$ cat src/core/qks_defs.svh
`ifndef QKS_DEFS_SVH
`define QKS_DEFS_SVH

// master clock rate
`define QKS_CLK_HZ 20000000
// basic output time step
`define QKS_STEP_US 200
`define QKS_STEP_CYC ((`QKS_STEP_US * (`QKS_CLK_HZ / 1000000)))
// averaging filter sample interval
`define QKS_SAMPLE_US 100
`define QKS_SAMPLE_CYC ((`QKS_SAMPLE_US * (`QKS_CLK_HZ / 1000000)))
// filter accumulator range and hysteresis thresholds
`define QKS_ACC_MAX 31
`define QKS_ACC_HI 24
`define QKS_ACC_LO 8
// stability timer period after the comparators
`define QKS_STABLE_US 2000
`define QKS_STABLE_CYC ((`QKS_STABLE_US * (`QKS_CLK_HZ / 1000000)))
// startup hold after reset release
`define QKS_STARTUP_MS 50
`define QKS_STARTUP_CYC ((`QKS_STARTUP_MS * (`QKS_CLK_HZ / 1000)))
// reset level of a cleaned input (encoder pullups)
`define QKS_CLEAN_RST 1'h1

`endif

$ cat src/core/qks_pkg.sv
package qks_pkg;

  // output sequencer states
  typedef enum logic [2:0] {
    QKS_ST_WAIT  = 3'h0,
    QKS_ST_IDLE  = 3'h1,
    QKS_ST_SETUP = 3'h2,
    QKS_ST_SEL   = 3'h3,
    QKS_ST_LOW   = 3'h4,
    QKS_ST_CNT   = 3'h5,
    QKS_ST_END   = 3'h6,
    QKS_ST_REL   = 3'h7
  } qks_state_t;

endpackage : qks_pkg

$ cat src/core/qks_clean_if.sv
`timescale 1ns/1ps
// one encoder channel: raw pin level in, cleaned level and change pulse out
interface qks_clean_if;
  logic raw;
  logic level;
  logic chg;
  modport cleaner (input raw, output level, output chg);
  modport user (output raw, input level, input chg);
endinterface : qks_clean_if

$ cat src/core/qks_knob_step.sv
`timescale 1ns/1ps
`include "qks_defs.svh"
// Function
// - each encoder input is averaged over a window tolerating about 3 ms bounce
// - averaged value meets two thresholds; a timer accepts only stable levels
// - direction comes from which input changed, how, and the other's level
// - first phase leading second phase means up; opposite order means down
// - emitted sequence depends only on direction and store-request level
// - decode rate only decides launches, never sequence shape or timing
// - every output transition sits on a 200 us time step
// - up/down set by select fall, then one low-to-high count edge
// - store request high keeps up/down high while select returns high
// - changes on only one input are never taken as rotation
// - fast rate gives four sequences per cycle, slow rate gives two
// - a launch needs a change on one input followed by the other
// - a launch arriving while a sequence runs is dropped
// - after reset outputs sit quiescent and hold still for 50 ms
module qks_knob_step import qks_pkg::*; #(
  parameter int STEP_CYC = `QKS_STEP_CYC,
  parameter int SAMPLE_CYC = `QKS_SAMPLE_CYC,
  parameter int STABLE_CYC = `QKS_STABLE_CYC,
  parameter int STARTUP_CYC = `QKS_STARTUP_CYC
) (
  input wire logic i_mclk,
  input wire logic i_rst,
  input wire logic i_enc_a,
  input wire logic i_enc_b,
  input wire logic i_store_req,
  input wire logic i_decode_rate_sel,
  output logic o_sel_n,
  output logic o_up_dn
);
  localparam int PW = $clog2(STEP_CYC);
  localparam int UW = $clog2(STARTUP_CYC + 1);
  localparam logic [PW-1:0] STEP_LAST = PW'(STEP_CYC - 1);
  localparam logic [UW-1:0] STARTUP_LAST = UW'(STARTUP_CYC - 1);

  if (STEP_CYC < 2 || STARTUP_CYC < 2) begin : g_bad
    $error("qks_knob_step: step and startup counts must be at least 2");
  end

  ////////////////////////////////////////////////////////////////////////////
  // input cleaning, one cleaner per encoder phase

  logic [1:0] pins;
  logic [1:0] lvl;
  logic [1:0] chg;

  assign pins = {i_enc_b, i_enc_a};

  for (genvar g = 0; g < 2; g++) begin : g_ch
    qks_clean_if cif ();
    assign cif.raw = pins[g];
    qks_cleaner #(
      .SAMPLE_CYC(SAMPLE_CYC),
      .STABLE_CYC(STABLE_CYC)
    ) u_clean (
      .i_mclk(i_mclk),
      .i_rst(i_rst),
      .cif(cif.cleaner)
    );
    assign lvl[g] = cif.level;
    assign chg[g] = cif.chg;
  end

  // control pins come from outside, so they cross two flops first
  logic store_s1_r, store_s2_r, rate_s1_r, rate_s2_r;

  always_ff @(posedge i_mclk or posedge i_rst) begin
    if (i_rst) begin
      store_s1_r <= 1'h0;
      store_s2_r <= 1'h0;
      rate_s1_r <= 1'h0;
      rate_s2_r <= 1'h0;
    end else begin
      store_s1_r <= i_store_req;
      store_s2_r <= store_s1_r;
      rate_s1_r <= i_decode_rate_sel;
      rate_s2_r <= rate_s1_r;
    end
  end

  ////////////////////////////////////////////////////////////////////////////
  // startup hold

  logic [UW-1:0] start_cnt_r;
  logic ready_r;

  // counts out the hold once; outputs stay quiescent until ready_r
  always_ff @(posedge i_mclk or posedge i_rst) begin
    if (i_rst) begin
      start_cnt_r <= '0;
      ready_r <= 1'h0;
    end else if (!ready_r) begin
      if (start_cnt_r == STARTUP_LAST) ready_r <= 1'h1;
      else start_cnt_r <= start_cnt_r + 1'h1;
    end
  end

  ////////////////////////////////////////////////////////////////////////////
  // direction and launch decision

  logic last_vld_r;
  logic last_ch_r;
  logic want;
  logic want_up;

  // a launch needs the other phase to have moved last; a lone phase
  // chattering back and forth only keeps re-marking itself
  always_comb begin
    want = 1'h0;
    want_up = 1'h0;
    if (chg[0] && !chg[1]) begin
      want = last_vld_r && last_ch_r;
      want_up = lvl[0] != lvl[1];
    end else if (chg[1] && !chg[0]) begin
      want = last_vld_r && !last_ch_r && rate_s2_r;
      want_up = lvl[1] == lvl[0];
    end
  end

  // remember which phase changed last; a simultaneous change is ambiguous
  always_ff @(posedge i_mclk or posedge i_rst) begin
    if (i_rst) begin
      last_vld_r <= 1'h0;
      last_ch_r <= 1'h0;
    end else if (chg[0] && chg[1]) begin
      last_vld_r <= 1'h0;
    end else if (chg[0] || chg[1]) begin
      last_vld_r <= 1'h1;
      last_ch_r <= chg[1];
    end
  end

  ////////////////////////////////////////////////////////////////////////////
  // output sequencer

  qks_state_t state_r, state_nxt;
  logic [PW-1:0] step_r;
  logic step_done;
  logic launch;
  logic dir_r, store_r;

  assign step_done = step_r == STEP_LAST;
  // busy sequencer or startup hold drops the launch instead of queueing it
  assign launch = want && ready_r && state_r == QKS_ST_IDLE;

  // each sequence state from SETUP to REL lasts exactly one time step; WAIT and IDLE last until they are left
  always_comb begin
    state_nxt = state_r;
    case (state_r)
      QKS_ST_WAIT: if (ready_r) state_nxt = QKS_ST_IDLE;
      QKS_ST_IDLE: if (launch) state_nxt = QKS_ST_SETUP;
      QKS_ST_SETUP: if (step_done) state_nxt = QKS_ST_SEL;
      QKS_ST_SEL: if (step_done) state_nxt = dir_r ? QKS_ST_LOW : QKS_ST_CNT;
      QKS_ST_LOW: if (step_done) state_nxt = QKS_ST_CNT;
      QKS_ST_CNT: if (step_done) state_nxt = QKS_ST_END;
      QKS_ST_END: if (step_done) state_nxt = QKS_ST_REL;
      QKS_ST_REL: if (step_done) state_nxt = QKS_ST_IDLE;
      default: state_nxt = QKS_ST_WAIT;
    endcase
  end

  always_ff @(posedge i_mclk or posedge i_rst) begin
    if (i_rst) state_r <= QKS_ST_WAIT;
    else state_r <= state_nxt;
  end

  // step timer restarts on every state change; idle never counts
  always_ff @(posedge i_mclk or posedge i_rst) begin
    if (i_rst) step_r <= '0;
    else if (state_nxt != state_r || state_r == QKS_ST_IDLE) step_r <= '0;
    else step_r <= step_r + 1'h1;
  end

  // direction and store level are frozen at launch, so a pin moving
  // mid-sequence cannot bend the waveform
  always_ff @(posedge i_mclk or posedge i_rst) begin
    if (i_rst) begin
      dir_r <= 1'h0;
      store_r <= 1'h0;
    end else if (launch) begin
      dir_r <= want_up;
      store_r <= store_s2_r;
    end
  end

  // outputs decoded from the next state and registered
  always_ff @(posedge i_mclk or posedge i_rst) begin
    if (i_rst) begin
      o_sel_n <= 1'h1;
      o_up_dn <= 1'h0;
    end else begin
      case (state_nxt)
        QKS_ST_SETUP: begin
          o_sel_n <= 1'h1;
          o_up_dn <= dir_nxt_sel(launch, want_up, dir_r);
        end
        QKS_ST_SEL: begin
          o_sel_n <= 1'h0;
          o_up_dn <= dir_r;
        end
        QKS_ST_LOW: begin
          o_sel_n <= 1'h0;
          o_up_dn <= 1'h0;
        end
        QKS_ST_CNT: begin
          o_sel_n <= 1'h0;
          o_up_dn <= 1'h1;
        end
        QKS_ST_END: begin
          o_sel_n <= 1'h0;
          o_up_dn <= store_r;
        end
        QKS_ST_REL: begin
          o_sel_n <= 1'h1;
          o_up_dn <= store_r;
        end
        default: begin
          o_sel_n <= 1'h1;
          o_up_dn <= 1'h0;
        end
      endcase
    end
  end

  // in the launch cycle dir_r is not loaded yet, so take the fresh value
  function automatic logic dir_nxt_sel(input logic l, input logic fresh, input logic held);
    dir_nxt_sel = l ? fresh : held;
  endfunction : dir_nxt_sel

endmodule : qks_knob_step

$ cat src/core/qks_cleaner.sv
`timescale 1ns/1ps
`include "qks_defs.svh"
module qks_cleaner import qks_pkg::*; #(
  parameter int SAMPLE_CYC = `QKS_SAMPLE_CYC,
  parameter int STABLE_CYC = `QKS_STABLE_CYC
) (
  input wire logic i_mclk,
  input wire logic i_rst,
  qks_clean_if.cleaner cif
);
  localparam int TW = $clog2(SAMPLE_CYC);
  localparam int SW = $clog2(STABLE_CYC);
  localparam logic [TW-1:0] TICK_LAST = TW'(SAMPLE_CYC - 1);
  localparam logic [SW-1:0] STABLE_LAST = SW'(STABLE_CYC - 1);
  localparam logic [4:0] ACC_MAX = 5'(`QKS_ACC_MAX);
  localparam logic [4:0] ACC_HI = 5'(`QKS_ACC_HI);
  localparam logic [4:0] ACC_LO = 5'(`QKS_ACC_LO);

  if (SAMPLE_CYC < 2 || STABLE_CYC < 2) begin : g_bad
    $error("qks_cleaner: sample and stable counts must be at least 2");
  end

  logic s1_r, s2_r;
  logic [TW-1:0] tick_r;
  logic [4:0] acc_r;
  logic cmp_r, level_r, chg_r;
  logic [SW-1:0] stab_r;

  // two-flop synchroniser, only s2_r is read beyond it
  always_ff @(posedge i_mclk or posedge i_rst) begin
    if (i_rst) begin
      s1_r <= `QKS_CLEAN_RST;
      s2_r <= `QKS_CLEAN_RST;
    end else begin
      s1_r <= cif.raw;
      s2_r <= s1_r;
    end
  end

  // sample tick; averaging window is acc range times tick
  always_ff @(posedge i_mclk or posedge i_rst) begin
    if (i_rst) tick_r <= '0;
    else if (tick_r == TICK_LAST) tick_r <= '0;
    else tick_r <= tick_r + 1'h1;
  end

  // saturating up/down integrator: short bounces barely move the average
  always_ff @(posedge i_mclk or posedge i_rst) begin
    if (i_rst) begin
      acc_r <= ACC_MAX;
    end else if (tick_r == TICK_LAST) begin
      if (s2_r && acc_r != ACC_MAX) acc_r <= acc_r + 5'h1;
      else if (!s2_r && acc_r != 5'h0) acc_r <= acc_r - 5'h1;
    end
  end

  // two thresholds give hysteresis; between them the comparator holds
  always_ff @(posedge i_mclk or posedge i_rst) begin
    if (i_rst) cmp_r <= `QKS_CLEAN_RST;
    else if (acc_r >= ACC_HI) cmp_r <= 1'h1;
    else if (acc_r <= ACC_LO) cmp_r <= 1'h0;
  end

  // stability timer: a new level is taken only after it held a full period
  always_ff @(posedge i_mclk or posedge i_rst) begin
    if (i_rst) begin
      stab_r <= '0;
      level_r <= `QKS_CLEAN_RST;
      chg_r <= 1'h0;
    end else begin
      chg_r <= 1'h0;
      if (cmp_r == level_r) begin
        stab_r <= '0;
      end else if (stab_r == STABLE_LAST) begin
        stab_r <= '0;
        level_r <= cmp_r;
        chg_r <= 1'h1;
      end else begin
        stab_r <= stab_r + 1'h1;
      end
    end
  end

  assign cif.level = level_r;
  assign cif.chg = chg_r;

endmodule : qks_cleaner

$ cat config.mk
export PLATFORM = sky130hd
export DESIGN_NAME = qks_knob_step
export DESIGN_NICKNAME = d
export VERILOG_FILES = /design/src/core/qks_pkg.sv /design/src/core/qks_clean_if.sv /design/src/core/qks_knob_step.sv /design/src/core/qks_cleaner.sv
export VERILOG_INCLUDE_DIRS = /design/src /design/src/core
export SDC_FILE = /design/constraint.sdc
export NUM_CORES = 1
export LEC_CHECK = 0
export ABC_AREA = 1
export BUFFER_PORTS_ARGS = -buffer_cell sky130_fd_sc_hd__buf_2
export CAP_MARGIN = 10
export CORE_MARGIN = 2
export CORE_UTILIZATION = 57
export CTS_CLUSTER_SIZE = 10
export DETAILED_ROUTE_END_ITERATION = 10
export GPL_TIMING_DRIVEN = 0
export PLACE_DENSITY = 0.79
export SYNTH_ARGS = -nofsm -noshare
export SYNTH_HDL_FRONTEND = slang
export SYNTH_SLANG_ARGS = --single-unit
$ cat constraint.sdc
create_clock -name i_mclk -period 3.1 [get_ports i_mclk]
set_input_delay 0.155 -clock i_mclk [delete_from_list [all_inputs] [get_ports i_mclk]]
set_output_delay 0.155 -clock i_mclk [all_outputs]
set_load 0.05 [all_outputs]
# After elaboration in Yosys (flattened, before gate mapping)
# Index checks and enable logic that the tools add are counted.
# totals
register_bits	120
input_bits	6
out_inout_bits	2
# classes
reduce_logical	35
add_sub_neg	10
mux	40
n_bitwise	5
n_lt_le_gt_ge	4
eq_ne	26
# ops
cell	count
$mux 16	4
$add 16x1->16 const B	2
$eq 16x16->1 const B	2
$eq 3x3->1 const B	8
$mux 3	8
$pmux 3 s8	1
$add 11x1->11 const B	2
$eq 11x11->1 const B	2
$mux 11	2
$add 20x1->20 const B	1
$eq 20x20->1 const B	1
$mux 5	4
$mux 1	19
$add 12x1->12 const B	1
$eq 12x12->1 const B	1
$eq 3x2->1 const B	4
$logic_and 1x1->1	12
$mux 12	1
$reduce_and 2->1	6
$add 5x1->5 const B	2
$ge 5x5->1 const B	2
$le 5x4->1 const B	2
$ne 5x5->1 const B	2
$reduce_bool 2->1	5
13 further kinds	26

# Longest topological paths before layout
# Gate-level depths: netlist of the first run.
# logic_depth
ltp_word	12
ltp_mapped	13
depth_no_buf	13

# By module
# From an unflattened synthesis of the first run, not the netlist that was laid out.
# hier_totals
cells_unflattened	792
area_unflattened_um2	6548.8
# by_module_without_submodules
mod	seq_area_each_um2	area_each_um2	cells_each	n_inst
qks_knob_step	1152.4	2402.3	282	1
qks_cleaner at g_ch[1].u_clean	937.1	2093.3	258	1
qks_cleaner at g_ch[0].u_clean	937.1	2053.2	252	1

# Worst setup path before layout of the first run
# Ideal clock, no wire load.
# synth_timing
kind	reg-to-reg
startpoint	register g_ch[0].u_clean.acc_r[3]
endpoint	register g_ch[0].u_clean.acc_r[4]
arrival_ps	2083
stages_incl_launch_ff	10
required_ps	3025
setup_slack_ps	943
path_cell_list	dfstp_2 nand2_1 o21ai_0 ha_1 nand2_1 nand2_1 a21oi_1 xor2_1 nor2_1 xor2_1
# synth_between
elab_chain_len	4
word_cells_on_any_way	10
# synth_rtl
element	line_no	text
start: declaration	qks_cleaner.sv:25	logic [4:0] acc_r;
start signal: assignment	qks_cleaner.sv:52	if (s2_r && acc_r != ACC_MAX) acc_r <= acc_r + 5'h1;
start signal: assignment	qks_cleaner.sv:53	else if (!s2_r && acc_r != 5'h0) acc_r <= acc_r - 5'h1;
branches (longest 4 deep; another with $sub 5x1->5)	--	
# Several ways; the timed one is not identified. The select of a mux whose other input is x is not followed.
# A chain may end at the register's enable or synchronous reset.

# Final worst setup path of the first run
# layout_timing
startpoint	register g_ch[0].u_clean.acc_r[1]
endpoint	register g_ch[0].u_clean.acc_r[4]
# The elaborated chain is that of the path after synthesis.

==> results of run 1 <==
-- worst reg2reg max path, cell delays in order (launching register included) --
cell and delay, ns:
dfstp_2 0.58, nand3_1 0.08, o21ai_0 0.58, ha_1 0.41
nand2_1 0.09, nand2_1 0.05, a21oi_1 0.14, xor2_1 0.08
nor2_1 0.15, xor2_1 0.15
-- registers in the layout (all words and copies together) (netlist names), 3 cells and up --
name	count
g_ch.u_clean.tick_r	22
step_r	12
g_ch.u_clean.stab_r	32
g_ch.u_clean.acc_r	10
start_cnt_r	20
state_r	3
-- kinds of logic (layout without fill, tap and decap cells) --
group,after synthesis,after routing
mux,2,2
simple gates,369,369
buf+inv,114,161
fa+ha+maj,18,18
compound gates,65,65
flops,120,120
xor+xnor,54,54
-- routing by layer --
layer | vias to the layer above | global-route usage | share of wire
met3 | 28 | 0.0717 | 0.043
li1 | 2459 | - | -
met2 | 121 | 0.382 | 0.49
met5 | - | 0 | 0
met4 | 0 | 0.113 | 0.023
met1 | 2374 | 0.275 | 0.44
-- Yosys cell counts (all sizes together) --
cell / number / share of area
dfrtp: 101 / 0.40
nor3: 35 / 0.030
a2bb2oi: 1 / 0.0014
nand2: 150 / 0.092
nor3b: 4 / 0.0048
nand4: 17 / 0.017
o21ai: 31 / 0.025
clkbuf: 1 / 0.00060
o41ai: 1 / 0.0014
a31o: 1 / 0.0014
nor2: 94 / 0.066
ha: 16 / 0.032
or2: 3 / 0.0030
xnor2: 19 / 0.027
mux2: 2 / 0.0036
and3: 3 / 0.0032
nor4: 12 / 0.013
nand3b: 3 / 0.0036
inv: 109 / 0.065
a221oi: 1 / 0.0014
a21oi: 27 / 0.022
dfstp: 19 / 0.080
xor2: 35 / 0.049
o211ai: 1 / 0.0012
o21a: 2 / 0.0024
nand3: 48 / 0.043
buf: 4 / 0.0046
fa: 2 / 0.0064
-- power groups by stage --
stage	sequential (mW)	clock, mW	combinational (mW)
floorplan	1.60	0	0.0331
global placement	1.60	0	0.0453
detailed placement	1.60	0	0.0585
CTS	1.58	1.94	0.0638
global route	1.58	2.01	0.0718
finish	1.58	1.90	0.0612
-- stage by stage --
stage / setup WS (ns) / util / hold slack [ns]
after floorplan: 0.943 / - / 0.159
after global placement: 0.779 / 0.601 / 0.261
after detailed placement: 0.688 / 0.607 / 0.262
after CTS: 0.676 / 0.665 / 0.223
after global routing: 0.480 / 0.665 / 0.236
final: 0.710 / 0.665 / 0.256
-- area by class of cell --
class,count,area share
clock buffers,24,0.0669
repair buffers,15,0.0213
inverters,109,0.0575
clock inverters,8,0.0132
plain buffers,5,0.00453
multi-input cells,508,0.391
flip-flops and latches,120,0.421
well taps,140,0.0244
-- worst min path at each step --
stage / end / slack, ns / cells past startpoint
after floorplan: g_ch[0].u_clean.s1_r / 0.16 / 0
after global placement: g_ch[0].u_clean.s1_r / 0.26 / 1
after detailed placement: g_ch[1].u_clean.s1_r / 0.26 / 1
after CTS: g_ch[1].u_clean.s1_r / 0.22 / 2
after global routing: g_ch[1].u_clean.s1_r / 0.24 / 2
final: store_s1_r / 0.26 / 2
-- timing repair --
| action | in CTS | in global routing |
|---|---|---|
| setup endpoints to repair | 0 | 0 |
| hold buffers | 5 | 0 |
| endpoints found under the hold margin | 25 | 0 |
==> summary.md, run 1 <==
| Metric | Value |
|---|---|
| Pwr per Cell Area | a little under 500 nW/um^2 |
| Commonest non-fill, non-tap cell in the layout | nand2_1 |
| Design area | 7180 sq um |
| Number of global-route vias before repair | ~5000 |
| Synth Area in XOR/XNOR | 0.0754 |
| Post-DP HPWL | 8.47 mm |
| Post-route clock period utilization | 0.771 |
| # setup viols final | 0 |
| Switching part of the total power | 0.204 |
| Largest net degree at the start of global routing | 38 |
| Critical path endpoint | g_ch[0].u_clean.acc_r[4] |
| Crit path launch | g_ch[0].u_clean.acc_r[1] |
| Num rows | 38 |
| Clock skew | ~0.010 ns |
| YS warnings | 0 |
| Clk pin slew, worst setup/hold paths | 0.06 ns |
| H-tree levels | 4 |
| Most frequent cells in the layout | nand2_1 (145), inv_1 (101), dfrtp_1 (101), nor2_1 (77), nand3_1 (44) |
| Core Area | ~11000 sq um |
| CP endpoint kind | flip-flop |
| Syn nets | approximately 770 |
| Worst Reg-to-Reg Cells | 9 |
| CP Buf/Inv Count | 0 |
| PortBufs | 7 |
| Num CTS Buffers | 17 |
| Root buffer cell | clkbuf_8 |
| Top Family by Delay on Critical Path | compound AO/OA/AOI/OAI gates |
| Non-filler instance count after layout | 929 |
| Cell count along the critical path | 9 |
| Reg2reg start | g_ch[0].u_clean.acc_r[1] |
| Gp weighted congestion | approximately 0.92 |
| CTS tree | built |
| Avg Inst Size Synth | roughly 8.5 sq um |
| # diodes | 0 |
| Vias | roughly 5000 |
| Post-synthesis mux area share | 0.00359 |
| Worst vdd ir | 0.429 mV |
| Share of cells above drive strength 1 | 0.133 |
| Synth Area in Adders | 0.0383 |
| Comb pwr share | 0.017 |
| 1st-pass router iterations | 5 |
| Clk_lat worst skew | 0.54 ns |
| Worst-path cell chain | nand3_1, o21ai_0, ha_1, nand2_1, nand2_1, a21oi_1, xor2_1, nor2_1, xor2_1 |
| Post-Route Setup TNS | 0 ns |
| DIE AREA | 11900 sq um |
| Psw | between 0.7 and 0.8 mW |
| Seq pwr share | 0.445 |
| Critical Path Slowest Stage Cell | dfstp_2 |
| Synth Area in Compound Gates | 0.0554 |
| # IOs | 8 |
| Max-slew headroom | 0.510 |
| Placement Cell Area | about 6600 sq um |
| Multi-input logic area | 2810 sq um |
| Grt ovf | 0 |
| Hold Crit Class | primary input to flip-flop |
| Outcome | completed |
| Global-route wire length before repair | roughly 22 mm |
| Tightest Pin Transition | approximately 0.73 ns |
| Final Hold Vio Count | 0 |
| Max clock buf depth | 2 |
| Minimum clock period | 2.39 ns |
| Simple-gate portion of the synthesized area | 0.275 |
| Cts repair resizes | 0 |
| Final nets | 800 |
| Min-delay src | i_store_req |
| Sequential share of the synthesized area | 0.482 |
| Max_cap viols | 0 |
| Die H | 109 um |
| Syn-to-layout area delta | 14.5% |
| Number of synthesized register bits | 120 |
| Placed insts | 892 |
| DRC viols | 0 |
| Cell variety after synth | just over 40 |
| Clock power frac | 0.537 |
| Starting Density | 0.581 |
| Detail Route Antenna Nets | 0 |
| Pint | between 2 and 3 mW |
| RSZ-0062 raised after global routing | no |
| Syn Inst Count | 742 |
| Reg2reg setup slack | between 0.7 and 0.8 ns |
| Wire per inst | 13.3 um |
| Worst EP arrival | roughly 2.9 ns |
| Fmax | 0.418 GHz |
| Fillcell total | between 800 and 900 |
| Die X | between 100 and 150 um |
| Critical path fanouts, max | 6 |
| Total Power | 3.54 mW |
| Initial antenna violation count | 0 |
| Global-route usage over all layers | 0.232 |
| CTS sink cnt | 120 |
| Main combinational cell family by area after synthesis | simple AND/OR/NAND/NOR gates |
| CP required | 3.57 ns |
| Post-CTS Setup Bufs | 0 |
| Leakage | 3.23 nW |
| Drt total wl | 12.3 mm |
| Storage element area | 3030 sq um |
| WS Path Type | flip-flop to flip-flop |
| Pins over their slew limit | 0 |
| Vias/cell | 5.36 |
| Synth Cell Area | 6270 sq um |
| Starting DRT DRC Count | around 360 |
| CP startpoint kind | flip-flop |
| R2R Path End | g_ch[0].u_clean.acc_r[4] |
| Max incr delay on CP | around 0.58 ns |
(Power assumes the default switching activity.)
==> run 2, diff against run 1 <==
clock period = 2.1 ns   (was 3.1 ns; I/O delays follow)
==> summary.md, run 2 (synthesis results as in run 1) <==
| Metric | Value |
|---|---|
| WS Path Type | flip-flop to flip-flop |
| Wire per inst | 13.6 um (+2.7%) |
| Die X | 109 um (unchanged) |
| Comb pwr share | 0.019 (+0.002) |
| Vias | 5061 (+1.6%) |
| Outcome | completed |
| Max clock buf depth | 2 (unchanged) |
| Psw | 1.09 mW (+51%) |
| Max_cap viols | 0 (unchanged) |
| Worst EP arrival | 2.53 ns (-0.33 ns) |
| Detail Route Antenna Nets | 0 (unchanged) |
| Leakage | 3.30 nW (+2.2%) |
| Most frequent cells in the layout | nand2_1 (145), inv_1 (101), dfrtp_1 (101), nor2_1 (75), nand3_1 (44) |
| Fmax | 0.483 GHz (+15%) |
| CTS tree | built |
| Global-route wire length before repair | 21.7 mm (+0.93%) |
| Core Area | 10800 sq um (unchanged) |
| Number of global-route vias before repair | 5055 (+0.88%) |
| Starting Density | 0.581 (unchanged) |
| Clock power frac | 0.547 (+0.010) |
| CP endpoint kind | flip-flop |
| Placed insts | 892 (unchanged) |
| Clk pin slew, worst setup/hold paths | 0.06 ns (about the same) |
| Share of cells above drive strength 1 | 0.158 (+0.0251) |
| Switching part of the total power | 0.203 (-0.00109) |
| Initial antenna violation count | 0 (unchanged) |
| Clk_lat worst skew | 0.53 ns (about the same) |
| CP startpoint kind | flip-flop |
| Final nets | 814 (+1.8%) |
| H-tree levels | 4 (unchanged) |
| PortBufs | 7 (unchanged) |
| Drt total wl | 12.9 mm (+4.2%) |
| Critical path fanouts, max | 6 (unchanged) |
| Biggest regs | g_ch.u_clean.stab_r: 32 flops, g_ch.u_clean.tick_r: 22 flops, start_cnt_r: 20 flops |
| Gp weighted congestion | 0.923 (+0.38%) |
| Syn-to-layout area delta | 17.4% |
| Max-slew headroom | 0.604 (+0.0938) |
| Post-DP HPWL | 8.42 mm (-0.60%) |
| Non-filler instance count after layout | 943 (+1.5%) |
| Worst vdd ir | 0.643 mV (+50%) |
| Pint | 4.28 mW (+52%) |
| Commonest non-fill, non-tap cell in the layout | nand2_1 |
| Num CTS Buffers | 17 (unchanged) |
| Design area | 7370 sq um (+2.6%) |
| CTS sink cnt | 120 (unchanged) |
| Max reg flops | 32 (unchanged) |
| Hold Crit Class | primary input to async pin |
| Post-Route Setup TNS | 0 ns (unchanged) |
| CP required | 2.56 ns (-1.01 ns) |
| Tightest Pin Transition | 0.588 ns (-0.139 ns) |
| Die H | 109 um (unchanged) |
| Clock skew | 0.0202 ns (+0.00986 ns) |
| # IOs | 8 (unchanged) |
| DIE AREA | 11900 sq um (unchanged) |
| Placement Cell Area | 6550 sq um (-0.11%) |
| Num rows | 38 (unchanged) |
| # diodes | 0 (unchanged) |
| DRC viols | 0 (unchanged) |
| Global-route usage over all layers | 0.232 (about the same) |
| Post-route clock period utilization | 0.985 (+0.215) |
| 1st-pass router iterations | 6 (+1) |
| Minimum clock period | 2.07 ns (-0.320 ns) |
| Register with the most flip-flops | g_ch.u_clean.stab_r |
| Largest net degree at the start of global routing | 43 (+13%) |
| Root buffer cell | clkbuf_8 |
| Pwr per Cell Area | 729 nW/um^2 (+48%) |
| Total Power | 5.37 mW (+52%) |
| Final Hold Vio Count | 0 (unchanged) |
| Starting DRT DRC Count | 477 (+31%) |
| Pins over their slew limit | 0 (unchanged) |
| # setup viols final | 0 (unchanged) |
| Seq pwr share | 0.434 (-0.011) |
| Vias/cell | 5.37 (about the same) |
| Grt ovf | 0 (unchanged) |
## run 2: what timing repair did
item / in CTS / in global routing
buffers inserted: 3 / 11
hold endpoints to repair: 80 / 0
resized for setup: 4 / 8
hold buffers: 5 / 0
endpoints found under the setup margin: 3 / 30
pin swaps: 1 / 4
## run 2: worst max-delay path, stage by stage, from the launching register on
cell and delay [ns]:
dfstp_2 0.56, nand3_1 0.13, o21ai_4 0.27, buf_4 0.16, ha_1 0.26, a21oi_1 0.22
xor2_1 0.19, nor2_1 0.07, xor2_1 0.14
## run 2: worst paths after layout
kind | from | end | slack, ns | cells past startpoint
worst max-delay path | g_ch[1].u_clean.acc_r[1] | g_ch[1].u_clean.acc_r[4] | 0.03 | 8
worst min-delay path | i_rst | g_ch[1].u_clean.tick_r[6] | 0.11 | 3
worst max register to register | g_ch[1].u_clean.acc_r[1] | g_ch[1].u_clean.acc_r[4] | 0.03 | 8
worst min register to register | rate_s1_r | rate_s2_r | 0.36 | 0
max in group asynchronous | i_rst | o_sel_n | 1.20 | 5
min in group i_mclk | i_enc_b | g_ch[1].u_clean.s1_r | 0.22 | 2
## run 2: final cells by class
class,instances,area (sq um)
Buffer,5,32.5
Multi-Input combinational cell,508,2870
Sequential cell,120,3030
Inverter,109,413
Clock inverter,13,179
Fill cell,773,3420
Clock buffer,19,422
Tap cell,140,175
Timing Repair Buffer,29,250
## run 2: power groups by stage
stage                     Clock (mW)  Sequential, mW  Combinational (mW)
final                           2.94            2.33               0.103
after global routing            3.11            2.33               0.118
after CTS                       2.99            2.33              0.0986
after detailed placement           0            2.37              0.0835
after global placement             0            2.37              0.0665
after floorplan                    0            2.37              0.0489
## run 2: metrics by stage
stage,hold slack [ns],setup WS (ns),util
4_1_cts,0.0828,0.0496,0.671
3_3_place_gp,0.211,-0.174,0.601
2_1_floorplan,0.109,0.116,-
3_5_place_dp,0.0921,-0.106,0.607
6_report,0.107,0.0305,0.683
5_1_grt,0.126,-0.0495,0.683
## run 2: per-layer routing
layer / track usage / up-vias / share of wire
met5: 0 / - / 0
met4: 0.0870 / 0 / 0.013
met3: 0.0604 / 31 / 0.039
met2: 0.409 / 137 / 0.52
met1: 0.270 / 2396 / 0.43
li1: - / 2497 / -
